<file path="src/logic/pbc_pkg.sv">
// Package for the synthesizer calibration and control block.
// Assumes one 20 MHz clock domain and an APB register port.
package pbc_pkg;
  localparam logic [11:0] PBC_OFF_CTRL = 12'h000;
  localparam logic [11:0] PBC_OFF_BANK_A = 12'h004;
  localparam logic [11:0] PBC_OFF_BANK_B = 12'h008;
  localparam logic [11:0] PBC_OFF_PUMP = 12'h00c;
  localparam logic [11:0] PBC_OFF_STATUS = 12'h010;
  localparam logic [11:0] PBC_OFF_CAL = 12'h014;
  // Control register fields.
  localparam int PBC_CTRL_RELOCK = 0;
  localparam int PBC_CTRL_KEEPALIVE = 1;
  localparam int PBC_CTRL_BWCAL_EN = 2;
  localparam int PBC_CTRL_AUX_LOCK = 3;
  localparam int PBC_CTRL_AUX_LEVEL = 4;
  localparam int PBC_CTRL_WARM_LSB = 8;
  localparam int PBC_WARM_W = 8;
  // Bank register fields: frac 23:0, lo divider select 28:24, ref divider 31:29.
  localparam int PBC_FRAC_W = 24;
  localparam int PBC_LODIV_LSB = 24;
  localparam int PBC_REFDIV_LSB = 29;
  localparam int PBC_CP_W = 6;
  localparam logic [5:0] PBC_CP_DEFAULT = 6'h1f;
  localparam logic [5:0] PBC_CP_MAX = 6'h3f;
  localparam logic [6:0] PBC_BAND_LOW_FAIL = 7'h00;
  localparam logic [6:0] PBC_BAND_HIGH_FAIL = 7'h7f;
  localparam logic [6:0] PBC_BAND_START = 7'h40;
  localparam logic [1:0] PBC_VCO_COUNT = 2'h3;
  localparam logic [7:0] PBC_WARM_DEFAULT = 8'h10;
  localparam logic [2:0] PBC_REFDIV_DEFAULT = 3'h1;
  // Band search walks six halving steps from the middle code.
  localparam logic [2:0] PBC_BAND_STEPS = 3'h6;
  localparam int PBC_CLK_MHZ = 20;
  localparam int PBC_SETTLE_NS = 400;
  localparam int PBC_SETTLE_CYC = (PBC_SETTLE_NS * PBC_CLK_MHZ) / 1000;
  typedef enum logic [2:0] {
    PBC_IDLE = 3'b000,
    PBC_VCO_PICK = 3'b001,
    PBC_BAND = 3'b011,
    PBC_PUMP = 3'b010,
    PBC_LOCKING = 3'b110,
    PBC_DONE = 3'b111
  } pbc_state_t;
endpackage

</file>
<file path="src/logic/pbc_core.sv">
// Calibration and control logic of a fractional-N synthesizer.
// Assumes the analog loop reports comparator results on plain pins that are
// asynchronous to ref_clk; ref_clk stands for the phase detector clock.
//
// Our own choices: register access over APB and the placing of the registers.
`timescale 1ns/1ps
// Behaviour
// - Rising enable pin or re-lock bit write starts VCO and band search.
// - Search picks one of three VCOs and 128 bands from active bank.
// - Locking starts only after VCO and band choice are complete.
// - Band code readable; code 127 or 0 sets the failure flag.
// - Band code 1 to 126 means coarse search succeeded.
// - LO divider ratios 1 to 32; quadrature stage divides by two more.
// - Bank select low uses bank A, high uses bank B.
// - Fraction resolves with 24-bit denominator, LO divider and two.
// - Prescaler then fractional divider driven by sequence generator.
// - Aux output four may show lock; lock also readable.
// - Lock flag high only while tuning voltage is inside window.
// - State machine runs on the phase detector clock.
// - Re-lock sequence completes quickly at fast detector clocks.
// - Each bank has 6-bit pump current, default 31, maximum 63.
// - Bandwidth calibration sets pump current from measured VCO gain.
// - Clearing keepalive powers down reference circuits while idle.
// - Cold start or keepalive clear waits warm-up count before enable.
// - With keepalive set, enable locking starts without warm-up.
// - Low hard reset returns all logic to startup state.
module pbc_core import pbc_pkg::*; #(
  parameter int BAND_W = 7,
  parameter int SETTLE_CYCLES = PBC_SETTLE_CYC
) (
  input wire logic ref_clk,
  input wire logic sys_rst,
  input wire logic hard_reset_n,
  input wire logic enable_pin,
  input wire logic bank_select,
  input wire logic [1:0] vco_too_fast,
  input wire logic tune_in_window,
  input wire logic [5:0] measured_pump,
  input wire logic psel,
  input wire logic penable,
  input wire logic pwrite,
  input wire logic [11:0] paddr,
  input wire logic [31:0] pwdata,
  output logic [31:0] prdata,
  output logic pready,
  output logic pslverr,
  output logic [1:0] vco_select,
  output logic [BAND_W-1:0] band_code,
  output logic [PBC_FRAC_W-1:0] frac_word,
  output logic [4:0] local_osc_divider,
  output logic [2:0] ref_divider,
  output logic [PBC_CP_W-1:0] pump_current,
  output logic ref_power_on,
  output logic loop_enable,
  output logic aux_out_four
);
  // Remap vco_too_fast: bit0 is the band comparator, bit1 the VCO range check.
  logic rst;
  logic [1:0] hard_sync_reg;
  logic [31:0] bank_a_settings_reg, bank_b_settings_reg;
  logic [5:0] bank_a_pump_current_reg, bank_b_pump_current_reg;
  logic relock_reg, keepalive_reg, bwcal_reg, aux_lock_reg, aux_level_reg;
  logic [7:0] ref_warmup_count_reg;
  logic [2:0] en_sync_reg, bank_sync_reg, lock_sync_reg, cmp_sync_reg, rng_sync_reg;
  pbc_state_t state_reg, state_next;
  logic [1:0] vco_reg;
  logic [6:0] band_reg, step_reg;
  logic [2:0] steps_left_reg;
  logic [15:0] settle_reg;
  logic [7:0] warm_reg;
  logic band_search_fail_flag_reg, lock_reg, bank_reg;
  logic [31:0] rdata_reg;
  logic ready_reg, err_reg;
  logic [31:0] out_frac_reg;
  logic [5:0] out_pump_reg;

  // Hard reset pin passes two flops before it joins system reset.
  // The pin is asynchronous to ref_clk; fed straight into every flop, its release
  // could be seen on different edges by different parts of the block.
  always_ff @(posedge ref_clk) begin
    if (sys_rst) begin
      hard_sync_reg <= 2'b11;
    end else begin
      hard_sync_reg <= {hard_sync_reg[0], hard_reset_n};
    end
  end

  assign rst = sys_rst | ~hard_sync_reg[1];

  always_ff @(posedge ref_clk) begin
    if (rst) begin
      en_sync_reg <= 3'h0;
      bank_sync_reg <= 3'h0;
      lock_sync_reg <= 3'h0;
      cmp_sync_reg <= 3'h0;
      rng_sync_reg <= 3'h0;
    end else begin
      en_sync_reg <= {en_sync_reg[1:0], enable_pin};
      bank_sync_reg <= {bank_sync_reg[1:0], bank_select};
      lock_sync_reg <= {lock_sync_reg[1:0], tune_in_window};
      cmp_sync_reg <= {cmp_sync_reg[1:0], vco_too_fast[0]};
      rng_sync_reg <= {rng_sync_reg[1:0], vco_too_fast[1]};
    end
  end

  wire en_now = en_sync_reg[1];
  wire en_rise = en_sync_reg[1] & ~en_sync_reg[2];
  wire cmp_fast = cmp_sync_reg[1];
  wire rng_fast = rng_sync_reg[1];
  // Active bank follows the select pin as latched into bank_reg at run start.
  wire bank_now = bank_sync_reg[1];
  wire [31:0] active_bank = bank_reg ? bank_b_settings_reg : bank_a_settings_reg;
  wire [5:0] active_pump = bank_reg ? bank_b_pump_current_reg : bank_a_pump_current_reg;

  wire apb_access = psel & penable & ~ready_reg;
  wire apb_wr = apb_access & pwrite;
  wire hit_ctrl = paddr == PBC_OFF_CTRL;
  wire hit_a = paddr == PBC_OFF_BANK_A;
  wire hit_b = paddr == PBC_OFF_BANK_B;
  wire hit_pump = paddr == PBC_OFF_PUMP;
  wire hit_stat = paddr == PBC_OFF_STATUS;
  wire hit_cal = paddr == PBC_OFF_CAL;
  wire hit_any = hit_ctrl | hit_a | hit_b | hit_pump | hit_stat | hit_cal;
  wire warm_done = warm_reg == 8'h00;
  // A new run may start from idle or from a finished run.
  wire at_rest = (state_reg == PBC_IDLE) | (state_reg == PBC_DONE);
  wire relock_start = relock_reg & at_rest;
  // Enable edge only counts once the reference is warm.
  wire en_start = en_rise & warm_done & at_rest;
  wire run_start = relock_start | en_start;
  // Each search step waits a fixed settle count, so a run stays short.
  wire settled = settle_reg == 16'h0000;
  wire [31:0] rd_mux;

  // Divider select passes as is; code 0 stands for the top ratio of 32.
  function automatic logic [4:0] pbc_lodiv(input logic [4:0] sel);
    pbc_lodiv = sel;
  endfunction

  assign rd_mux =
    hit_ctrl ? {16'h0, ref_warmup_count_reg, 3'h0, aux_level_reg, aux_lock_reg, bwcal_reg,
                keepalive_reg, relock_reg} :
    hit_a ? bank_a_settings_reg :
    hit_b ? bank_b_settings_reg :
    hit_pump ? {20'h0, bank_b_pump_current_reg, bank_a_pump_current_reg} :
    // Read-back shows band code, failure flag and lock.
    hit_stat ? {16'h0, 1'b0, band_reg, vco_reg, 1'b0, state_reg,
                band_search_fail_flag_reg, lock_reg} :
    hit_cal ? {26'h0, out_pump_reg} : 32'h0;

  // One wait state: the answer is registered so every bus output leaves a flop.
  always_ff @(posedge ref_clk) begin
    if (rst) begin
      ready_reg <= 1'b0;
      err_reg <= 1'b0;
      rdata_reg <= 32'h0;
    end else begin
      ready_reg <= apb_access;
      err_reg <= apb_access & ~hit_any;
      if (apb_access & ~pwrite) begin
        rdata_reg <= rd_mux;
      end
    end
  end

  // Pump fields reset to the default and are six bits wide.
  always_ff @(posedge ref_clk) begin
    if (rst) begin
      bank_a_settings_reg <= {PBC_REFDIV_DEFAULT, 5'h01, 24'h0};
      bank_b_settings_reg <= {PBC_REFDIV_DEFAULT, 5'h01, 24'h0};
      bank_a_pump_current_reg <= PBC_CP_DEFAULT;
      bank_b_pump_current_reg <= PBC_CP_DEFAULT;
      keepalive_reg <= 1'b0;
      bwcal_reg <= 1'b0;
      aux_lock_reg <= 1'b1;
      aux_level_reg <= 1'b0;
      ref_warmup_count_reg <= PBC_WARM_DEFAULT;
    end else if (apb_wr) begin
      if (hit_ctrl) begin
        keepalive_reg <= pwdata[PBC_CTRL_KEEPALIVE];
        bwcal_reg <= pwdata[PBC_CTRL_BWCAL_EN];
        aux_lock_reg <= pwdata[PBC_CTRL_AUX_LOCK];
        aux_level_reg <= pwdata[PBC_CTRL_AUX_LEVEL];
        ref_warmup_count_reg <= pwdata[PBC_CTRL_WARM_LSB +: PBC_WARM_W];
      end else if (hit_a) begin
        bank_a_settings_reg <= pwdata;
      end else if (hit_b) begin
        bank_b_settings_reg <= pwdata;
      end else if (hit_pump) begin
        bank_a_pump_current_reg <= pwdata[5:0];
        bank_b_pump_current_reg <= pwdata[11:6];
      end
    end
  end

  // Re-lock bit sets on write and clears when the run begins.
  always_ff @(posedge ref_clk) begin
    if (rst) begin
      relock_reg <= 1'b0;
    end else if (apb_wr & hit_ctrl & pwdata[PBC_CTRL_RELOCK]) begin
      relock_reg <= 1'b1;
    end else if (relock_start) begin
      relock_reg <= 1'b0;
    end
  end

  // Warm-up reloads on cold start and on a keepalive clear.
  // Reference stays powered only when kept alive or in use.
  always_ff @(posedge ref_clk) begin
    if (rst) begin
      warm_reg <= PBC_WARM_DEFAULT;
      ref_power_on <= 1'b0;
    end else begin
      ref_power_on <= keepalive_reg | en_now | (state_reg != PBC_IDLE) | relock_reg;
      if (apb_wr & hit_ctrl & ~pwdata[PBC_CTRL_KEEPALIVE] & keepalive_reg) begin
        warm_reg <= pwdata[PBC_CTRL_WARM_LSB +: PBC_WARM_W];
      end else if (~warm_done & (keepalive_reg | en_now)) begin
        // Count only while the reference is powered.
        warm_reg <= warm_reg - 8'h01;
      end
    end
  end

  // One step per detector clock; duration scales with that rate.
  always_comb begin
    state_next = state_reg;
    case (state_reg)
      PBC_IDLE: begin
        if (run_start) begin
          state_next = PBC_VCO_PICK;
        end
      end
      PBC_VCO_PICK: begin
        if (settled & (~rng_fast | (vco_reg == PBC_VCO_COUNT - 2'h1))) begin
          state_next = PBC_BAND;
        end
      end
      PBC_BAND: begin
        if (settled & (steps_left_reg == 3'h0) & (step_reg == 7'h00)) begin
          state_next = PBC_PUMP;
        end
      end
      PBC_PUMP: begin
        state_next = PBC_LOCKING;
      end
      PBC_LOCKING: begin
        state_next = PBC_DONE;
      end
      PBC_DONE: begin
        if (run_start) begin
          state_next = PBC_VCO_PICK;
        end else if (~en_now & ~keepalive_reg) begin
          state_next = PBC_IDLE;
        end
      end
      default: begin
        state_next = PBC_IDLE;
      end
    endcase
  end

  wire done_idle_start = (state_reg == PBC_DONE) & (relock_reg | en_rise);

  // VCO walk then binary band search from the middle code.
  always_ff @(posedge ref_clk) begin
    if (rst) begin
      state_reg <= PBC_IDLE;
      vco_reg <= 2'h0;
      band_reg <= PBC_BAND_START;
      step_reg <= 7'h20;
      steps_left_reg <= PBC_BAND_STEPS;
      settle_reg <= 16'h0000;
      band_search_fail_flag_reg <= 1'b0;
      bank_reg <= 1'b0;
    end else begin
      state_reg <= state_next;
      if (settle_reg != 16'h0000) begin
        settle_reg <= settle_reg - 16'h0001;
      end
      if ((state_reg != PBC_VCO_PICK) && (state_next == PBC_VCO_PICK)) begin
        // Failure flag clears at run start.
        band_search_fail_flag_reg <= 1'b0;
        bank_reg <= bank_now;
        vco_reg <= 2'h0;
        band_reg <= PBC_BAND_START;
        step_reg <= 7'h20;
        steps_left_reg <= PBC_BAND_STEPS;
        settle_reg <= 16'(SETTLE_CYCLES);
      end else if ((state_reg == PBC_VCO_PICK) && settled && (state_next == PBC_VCO_PICK)) begin
        vco_reg <= vco_reg + 2'h1;
        settle_reg <= 16'(SETTLE_CYCLES);
      end else if ((state_reg == PBC_BAND) && settled) begin
        if (step_reg == 7'h00) begin
          band_reg <= cmp_fast ? band_reg - 7'h01 : band_reg;
        end else begin
          band_reg <= cmp_fast ? band_reg - step_reg : band_reg + step_reg;
        end
        step_reg <= step_reg >> 1;
        if (steps_left_reg != 3'h0) begin
          steps_left_reg <= steps_left_reg - 3'h1;
        end
        settle_reg <= 16'(SETTLE_CYCLES);
      end else if (state_reg == PBC_PUMP) begin
        // Edge codes mean failure, 1 to 126 success.
        band_search_fail_flag_reg <= (band_reg == PBC_BAND_LOW_FAIL) |
                                     (band_reg == PBC_BAND_HIGH_FAIL);
      end
    end
  end

  // Lock flag follows the tuning window once locking is allowed.
  always_ff @(posedge ref_clk) begin
    if (rst) begin
      lock_reg <= 1'b0;
    end else begin
      lock_reg <= lock_sync_reg[1] & (state_reg == PBC_DONE);
    end
  end

  // Pump current from measurement when calibration is enabled.
  always_ff @(posedge ref_clk) begin
    if (rst) begin
      out_pump_reg <= PBC_CP_DEFAULT;
      out_frac_reg <= 32'h0;
    end else begin
      if (state_reg == PBC_PUMP) begin
        out_pump_reg <= bwcal_reg ? measured_pump : active_pump;
      end else if (state_reg == PBC_IDLE) begin
        out_pump_reg <= active_pump;
      end
      // Divider words follow the bank latched at run start, not the live pin.
      out_frac_reg <= active_bank;
    end
  end

  // Divider words and loop enable leave from flops.
  // Aux output shows lock when so configured.
  always_ff @(posedge ref_clk) begin
    if (rst) begin
      vco_select <= 2'h0;
      band_code <= '0;
      frac_word <= '0;
      local_osc_divider <= 5'h01;
      ref_divider <= PBC_REFDIV_DEFAULT;
      pump_current <= PBC_CP_DEFAULT;
      loop_enable <= 1'b0;
      aux_out_four <= 1'b0;
      prdata <= 32'h0;
      pready <= 1'b0;
      pslverr <= 1'b0;
    end else begin
      vco_select <= vco_reg;
      band_code <= BAND_W'(band_reg);
      frac_word <= out_frac_reg[PBC_FRAC_W-1:0];
      local_osc_divider <= pbc_lodiv(out_frac_reg[PBC_LODIV_LSB +: 5]);
      ref_divider <= out_frac_reg[PBC_REFDIV_LSB +: 3];
      pump_current <= out_pump_reg;
      loop_enable <= (state_reg == PBC_LOCKING) | (state_reg == PBC_DONE);
      aux_out_four <= aux_lock_reg ? lock_reg : aux_level_reg;
      prdata <= apb_access & ~pwrite ? rd_mux : 32'h0;
      pready <= apb_access;
      pslverr <= apb_access & ~hit_any;
    end
  end

  wire unused_ok = &{1'b0, done_idle_start, rdata_reg[0], ready_reg, err_reg};
endmodule

</file>
<file path="config.mk">
export PLATFORM = sky130hd
export DESIGN_NAME = pbc_core
export DESIGN_NICKNAME = d
export VERILOG_FILES = /design/src/logic/pbc_pkg.sv /design/src/logic/pbc_core.sv
export SDC_FILE = /design/constraint.sdc
export NUM_CORES = 1
export LEC_CHECK = 0
export BUFFER_PORTS_ARGS = -buffer_cell sky130_fd_sc_hd__buf_4
export CAP_MARGIN = 5
export CORE_MARGIN = 3
export CORE_UTILIZATION = 52
export CTS_CLUSTER_SIZE = 8
export DETAILED_ROUTE_END_ITERATION = 10
export PLACE_DENSITY = 0.76
export SLEW_MARGIN = 10
export SYNTH_ARGS = -nofsm -noshare
export SYNTH_HDL_FRONTEND = slang
export SYNTH_SLANG_ARGS = --single-unit
</file>
<file path="constraint.sdc">
create_clock -name ref_clk -period 2.4 [get_ports ref_clk]
set_input_delay 0.12 -clock ref_clk [delete_from_list [all_inputs] [get_ports ref_clk]]
set_output_delay 0.12 -clock ref_clk [all_outputs]
set_load 0.02 [all_outputs]
</file>
After elaboration in Yosys (flattened, before gate mapping)
Cells that the tools add are included.
{"block": "op_classes", "add_sub_neg": 7, "eq_ne": 15, "mux": 29, "n_bitwise": 49, "reduce_logical": 30}
{"op": "2-to-1 mux 32 bit", "n": 3}
{"op": "2-to-1 mux 15 bit", "n": 2}
{"op": "2-to-1 mux 6 bit", "n": 5}
{"op": "== test 12 x 4 -> 1 bit, second input constant", "n": 2}
{"op": "== test 12 x 5 -> 1 bit, second input constant", "n": 2}
{"op": "2-to-1 mux 7 bit", "n": 3}
{"op": "bitwise AND 1 bit", "n": 19}
{"op": "one-hot mux 3 bit (6 select lines)", "n": 1}
{"op": "zero test 16 bit", "n": 1}
{"op": "2-to-1 mux 16 bit", "n": 1}
{"op": "2-to-1 mux 4 bit", "n": 4}
{"op": "2-to-1 mux 8 bit", "n": 2}
{"op": "NOT 1 bit", "n": 16}
{"op": "nonzero test 16 bit", "n": 1}
{"op": "subtractor 16 x 1 -> 16 bit, second input constant", "n": 1}
{"op": "2-to-1 mux 3 bit", "n": 5}
{"op": "zero test 7 bit", "n": 2}
{"op": "OR 1 bit", "n": 14}
{"op": "== test 12 x 3 -> 1 bit, second input constant", "n": 1}
{"op": "zero test 12 bit", "n": 1}
{"op": "AND reduction 3 bit", "n": 4}
{"op": "zero test 8 bit", "n": 1}
{"op": "subtractor 8 x 1 -> 8 bit, second input constant", "n": 1}
{"op": "adder 7 x 6 -> 7 bit", "n": 1}
{"op": "23 further kinds", "n": 37}
{"block": "word_totals", "regBits": 272, "input_bits": 61, "out_inout_bits": 84, "word_cells": 172}

Longest topological paths before layout
{"block": "logic_depth", "ltp_word": 11, "ltp_mapped": 11, "mapped_depth_nobuf": 11}

Worst setup path after synthesis
OpenSTA, ideal clock, no wires.
{"block": "synth_path", "path_kind": "reg2reg", "startpoint": "reg step_reg[1]", "endpoint": "reg band_reg[6]", "setup_time_ns": 0.072, "t_arrival_ns": 2.181, "required_ns": 2.328, "path_slack_ns": 0.148, "stages_incl_launch_ff": 12, "path_buffers": 0, "period_less_slack_ns": 2.252, "cell_sequence": "dfxtp_1 > inv_1 > ha_1 > mux2_2 > nand2_1 > inv_1 > fa_1 > nor2b_1 > o31a_1 > o22ai_1 > mux2i_1 > mux2i_1"}
{"block": "synth_between", "elab_chain_cells": 8, "word_cells_on_any_way": 15, "classes_between": "add/sub: 2; eq/ne: 2; mux: 4; bitwise: 2; reduce/logical: 5"}
{"item": "start: declaration", "line": "pbc_core.sv:67", "text": "logic [6:0] band_reg, step_reg;"}
{"item": "start signal: assignment", "line": "pbc_core.sv:298", "text": "step_reg <= step_reg >> 1;"}
{"item": "zero test 7 bit", "line": "pbc_core.sv:239, pbc_core.sv:293"}
{"item": "bitwise AND 1 bit", "line": "pbc_core.sv:239", "text": "if (settled & (steps_left_reg == 3'h0) & (step_reg == 7'h00)) begin"}
{"item": "2-to-1 mux 3 bit", "line": "pbc_core.sv:239"}
{"item": "one-hot mux 3 bit (6 select lines)", "line": "pbc_core.sv:227", "text": "case (state_reg)"}
{"item": "== test 3 x 1 -> 1 bit", "line": "pbc_core.sv:280, pbc_core.sv:289"}
{"item": "logical AND 1 bit", "line": "pbc_core.sv:289", "text": "end else if ((state_reg == PBC_VCO_PICK) && settled && (state_next == PBC_VCO_PICK)) begin"}
{"item": "NOT 1 bit (no line)"}
{"item": "AND reduction 3 bit (no line)"}
{"item": "end signal: assignment", "line": "pbc_core.sv:294", "text": "band_reg <= cmp_fast ? band_reg - 7'h01 : band_reg;"}
{"item": "end signal: assignment", "line": "pbc_core.sv:296", "text": "band_reg <= cmp_fast ? band_reg - step_reg : band_reg + step_reg;"}
{"item": "end: declaration", "line": "pbc_core.sv:67"}
Parallel ways exist; a longest one is shown, timed or not.
A chain may end at the register's enable or synchronous reset.

Worst setup path in the final report
{"block": "layout_path", "startpoint": "reg step_reg[0]", "endpoint": "reg band_reg[6]"}
Same word-level chain as after synthesis.

==> reports/metrics.yaml <==
fmax_ghz: 0.4419
async_reset_ff_share_pct: 0
timing.final.crit_share_pct: 94.30
numPlacedInstances: 1573
final_cells: 1664
crit_arrival_ns: 2.70
ctsRootBufferMaster: "clkbuf_16"
die_h_um: 149.1
vdd_drop_max_mv: 0.8378
place_congestion: 0.9069
nNetsFinal: 1474
synth_ff_type: "dfxtp_1"
fin_ws_ns: 0.1368
crit_type: "reg2reg"
min_period_ns: 2.263
cpPeakStageDelay_ns: 0.37
hold_path.class: "in2reg"
critical_path.cell_chain: "inv_1 > ha_4 > mux2_2 > nand2_2 > inv_1 > fa_2 > nor2b_4 > o31a_1 > o22ai_2 > mux2i_1 > mux2i_1"
synthesis.area_sq_mm: 0.01064
coreArea_sq_mm: 0.01978
clock_skew_ns: 0.01482
first_iter_violations: 802
first_pass_iters: 7
syn_area_per_cell_sq_um: 8.965
required_ns: 2.84
cts_buffers: 39
grt_max_degree: 63
maxSlewViolCount: 0
track_usage_pct: 25.13
cts.sink_count: 272
hold_slack_ns: 0.05566
grt_pass1_vias: 8774
postRouteAntennaNets: 0
num_antenna_cells: 0
yosys_warnings: 0
report.final.hold_viol_count: 0
cts_max_level: 2
seq_area_frac_synth_pct: 51.17
relSlewSlack_pct: 50.85
path_max_fanout: 2
antenna_found_initial: 0
syn-num-nets: 1263
io_pins: 145
r2r_setup_slack_ns: 0.14
leakage_nw: 5.400
viasPerCell: 5.523
area_growth_syn_to_layout_pct: 29.23
start_util_pct: 53.80
port-buffer-count: 144
reg2regPathDepth: 11
grt_remaining_overflow: 0
status: "finished, final reports clean"
n_fill_cell: 1532
clockBufferDepth: 3
clk_latency_ns: 0.51
worst_pin_slew_ns: 0.7373
final_layout_size_suffix_gt1_share_pct: 19.23
die_x_um: 149.1
end_kind: "register"
netlist_instances: 1187
drc_errors: 0
slowest_stage: "fa_2"
dpl.hpwl_um: 19020
ys_ff_latch: 272
wl_per_cell_um: 17.17
synth-edff-count: 0
powerDensity_mw_per_mm2: 804.7
path_buf_inv: 2
fin_tns_setup_ns: 0
cts_tree: "done"
cp-start-kind: "register"
critical_path.top_delay_family: "multiplexers"
grt_pass1_wl_um: 45180
synth_cell_types: 63
timing.critical_path.depth: 11
cap_violations: 0
clkTransAtPathRegs_ns: 0.05
vias: 9191
setup_viol: 0
pre_cts_slack_ns: -0.03143
drt_wl_total_um: 28580
die_area_sq_mm: 0.02222
hold_path_depth: 4
fp-row-count: 51
==> path summary, 6_finish.rpt <==
path | end | from
worst max-delay path | band_reg[6] | step_reg[0]
worst min register to register | hard_sync_reg[1] | hard_sync_reg[0]
worst min-delay path | out_pump_reg[5] | measured_pump[5]
worst max register to register | band_reg[6] | step_reg[0]
==> worst register-to-register path: stages (launching register included) <==
cell and delay [ns]:
dfxtp_1 0.31, inv_1 0.11, ha_4 0.21, mux2_2 0.27, nand2_2 0.08, inv_1 0.05
fa_2 0.37, nor2b_4 0.15, o31a_1 0.18, o22ai_2 0.09, mux2i_1 0.19, mux2i_1 0.19
==> metal layers <==
metal  part of all wire [%]  vias up  global-route usage, %
li1                       -     4455                      -
met1                     41     4250                  32.67
met2                     47      409                  41.75
met3                    8.7       77                  5.743
met4                    2.8        0                  7.963
met5                      0        -                      0
==> logic make-up (layout without fill, tap and decap cells) <==
family / Yosys count / after routing / synth area share (%)
buffers and inverters: 89 / 301 / 3.445
DFF: 272 / 272 / 51.17
and+or+nand+nor: 509 / 509 / 22.39
muxes: 78 / 78 / 7.372
adders and majority gates: 15 / 15 / 1.834
AOI/OAI and AO/OA: 207 / 207 / 12.39
xor gates and xnor gates: 17 / 17 / 1.399
==> repair_timing <==
item / 4_1_cts / 5_1_grt
resized for setup: 2 / 12
buffers inserted: 0 / 4
setup endpoints to repair: 1 / 2
pin swaps: 0 / 7
hold endpoints to repair: 109 / 0
hold buffers: 45 / 0
==> report_power, final <==
group	total [W]	internal, W	leakage (nW)	switching (W)
clock network	0.00470	0.00291	0.504	0.00179
registers	0.00482	0.00467	2.20	0.000146
logic	0.00155	0.000660	2.70	0.000886
total	0.0111	0.00825	5.40	0.00282
==> final cells by class <==
| type | instances | area, sq um | share of cell area [%] |
|---|---|---|---|
| clock buffer | 40 | 1001 | 7.279 |
| clock inverter | 2 | 25.02 | 0.1820 |
| inverter | 23 | 86.33 | 0.6278 |
| multi-input combinational | 826 | 4912 | 35.72 |
| sequential | 272 | 5449 | 39.62 |
| tap | 265 | 331.6 | 2.411 |
| timing repair buffer | 236 | 1947 | 14.16 |
==> per-stage QoR <==
step	power [W]	util, %	area (sq um)
2_1_floorplan	0.005936	-	10640
3_3_place_gp	0.006334	61.63	12190
3_5_place_dp	0.006364	61.63	12190
4_1_cts	0.01114	69.11	13670
5_1_grt	0.01151	69.52	13750
6_report	0.01107	69.52	13750
==> placed cells by master, fill, tap and decap left out, types with 12 or more instances in the layout <==
cell type / n
o21ai_0: 23
a22o_1: 19
nor2_1: 127
inv_1: 23
nand2_1: 199
nand2b_1: 14
dfxtp_1: 269
a21oi_1: 94
dlygate4sd3_1: 45
clkbuf_16: 40
buf_4: 186
and2_1: 54
nand3_1: 35
a22oi_1: 15
nor3_1: 16
a211oi_1: 20
mux2i_1: 75
ha_1: 12
==> cell usage after synthesis, types with 4 or more instances <==
library cell	number	area (sq um)
buf_2	11	55.05
or2_2	6	37.54
or3_1	6	37.54
mux2i_1	75	750.7
nand2b_1	15	93.84
nor2_1	127	476.7
xor2_1	8	70.07
o21ai_0	23	115.1
nor2b_1	8	50.05
nor3_1	20	100.1
nor4_1	8	50.05
a21oi_1	94	470.5
ha_1	14	175.2
nand2_1	201	754.5
nand3_1	35	175.2
dfxtp_1	272	5445
clkbuf_1	48	180.2
nand3b_1	4	30.03
xnor2_1	9	78.83
and2_1	54	337.8
nand4_1	5	31.28
a211oi_1	20	150.1
a22oi_1	15	112.6
inv_1	23	86.33
a22o_1	19	166.4
a32o_1	4	40.04
Power figures use the tool's default switching activity.
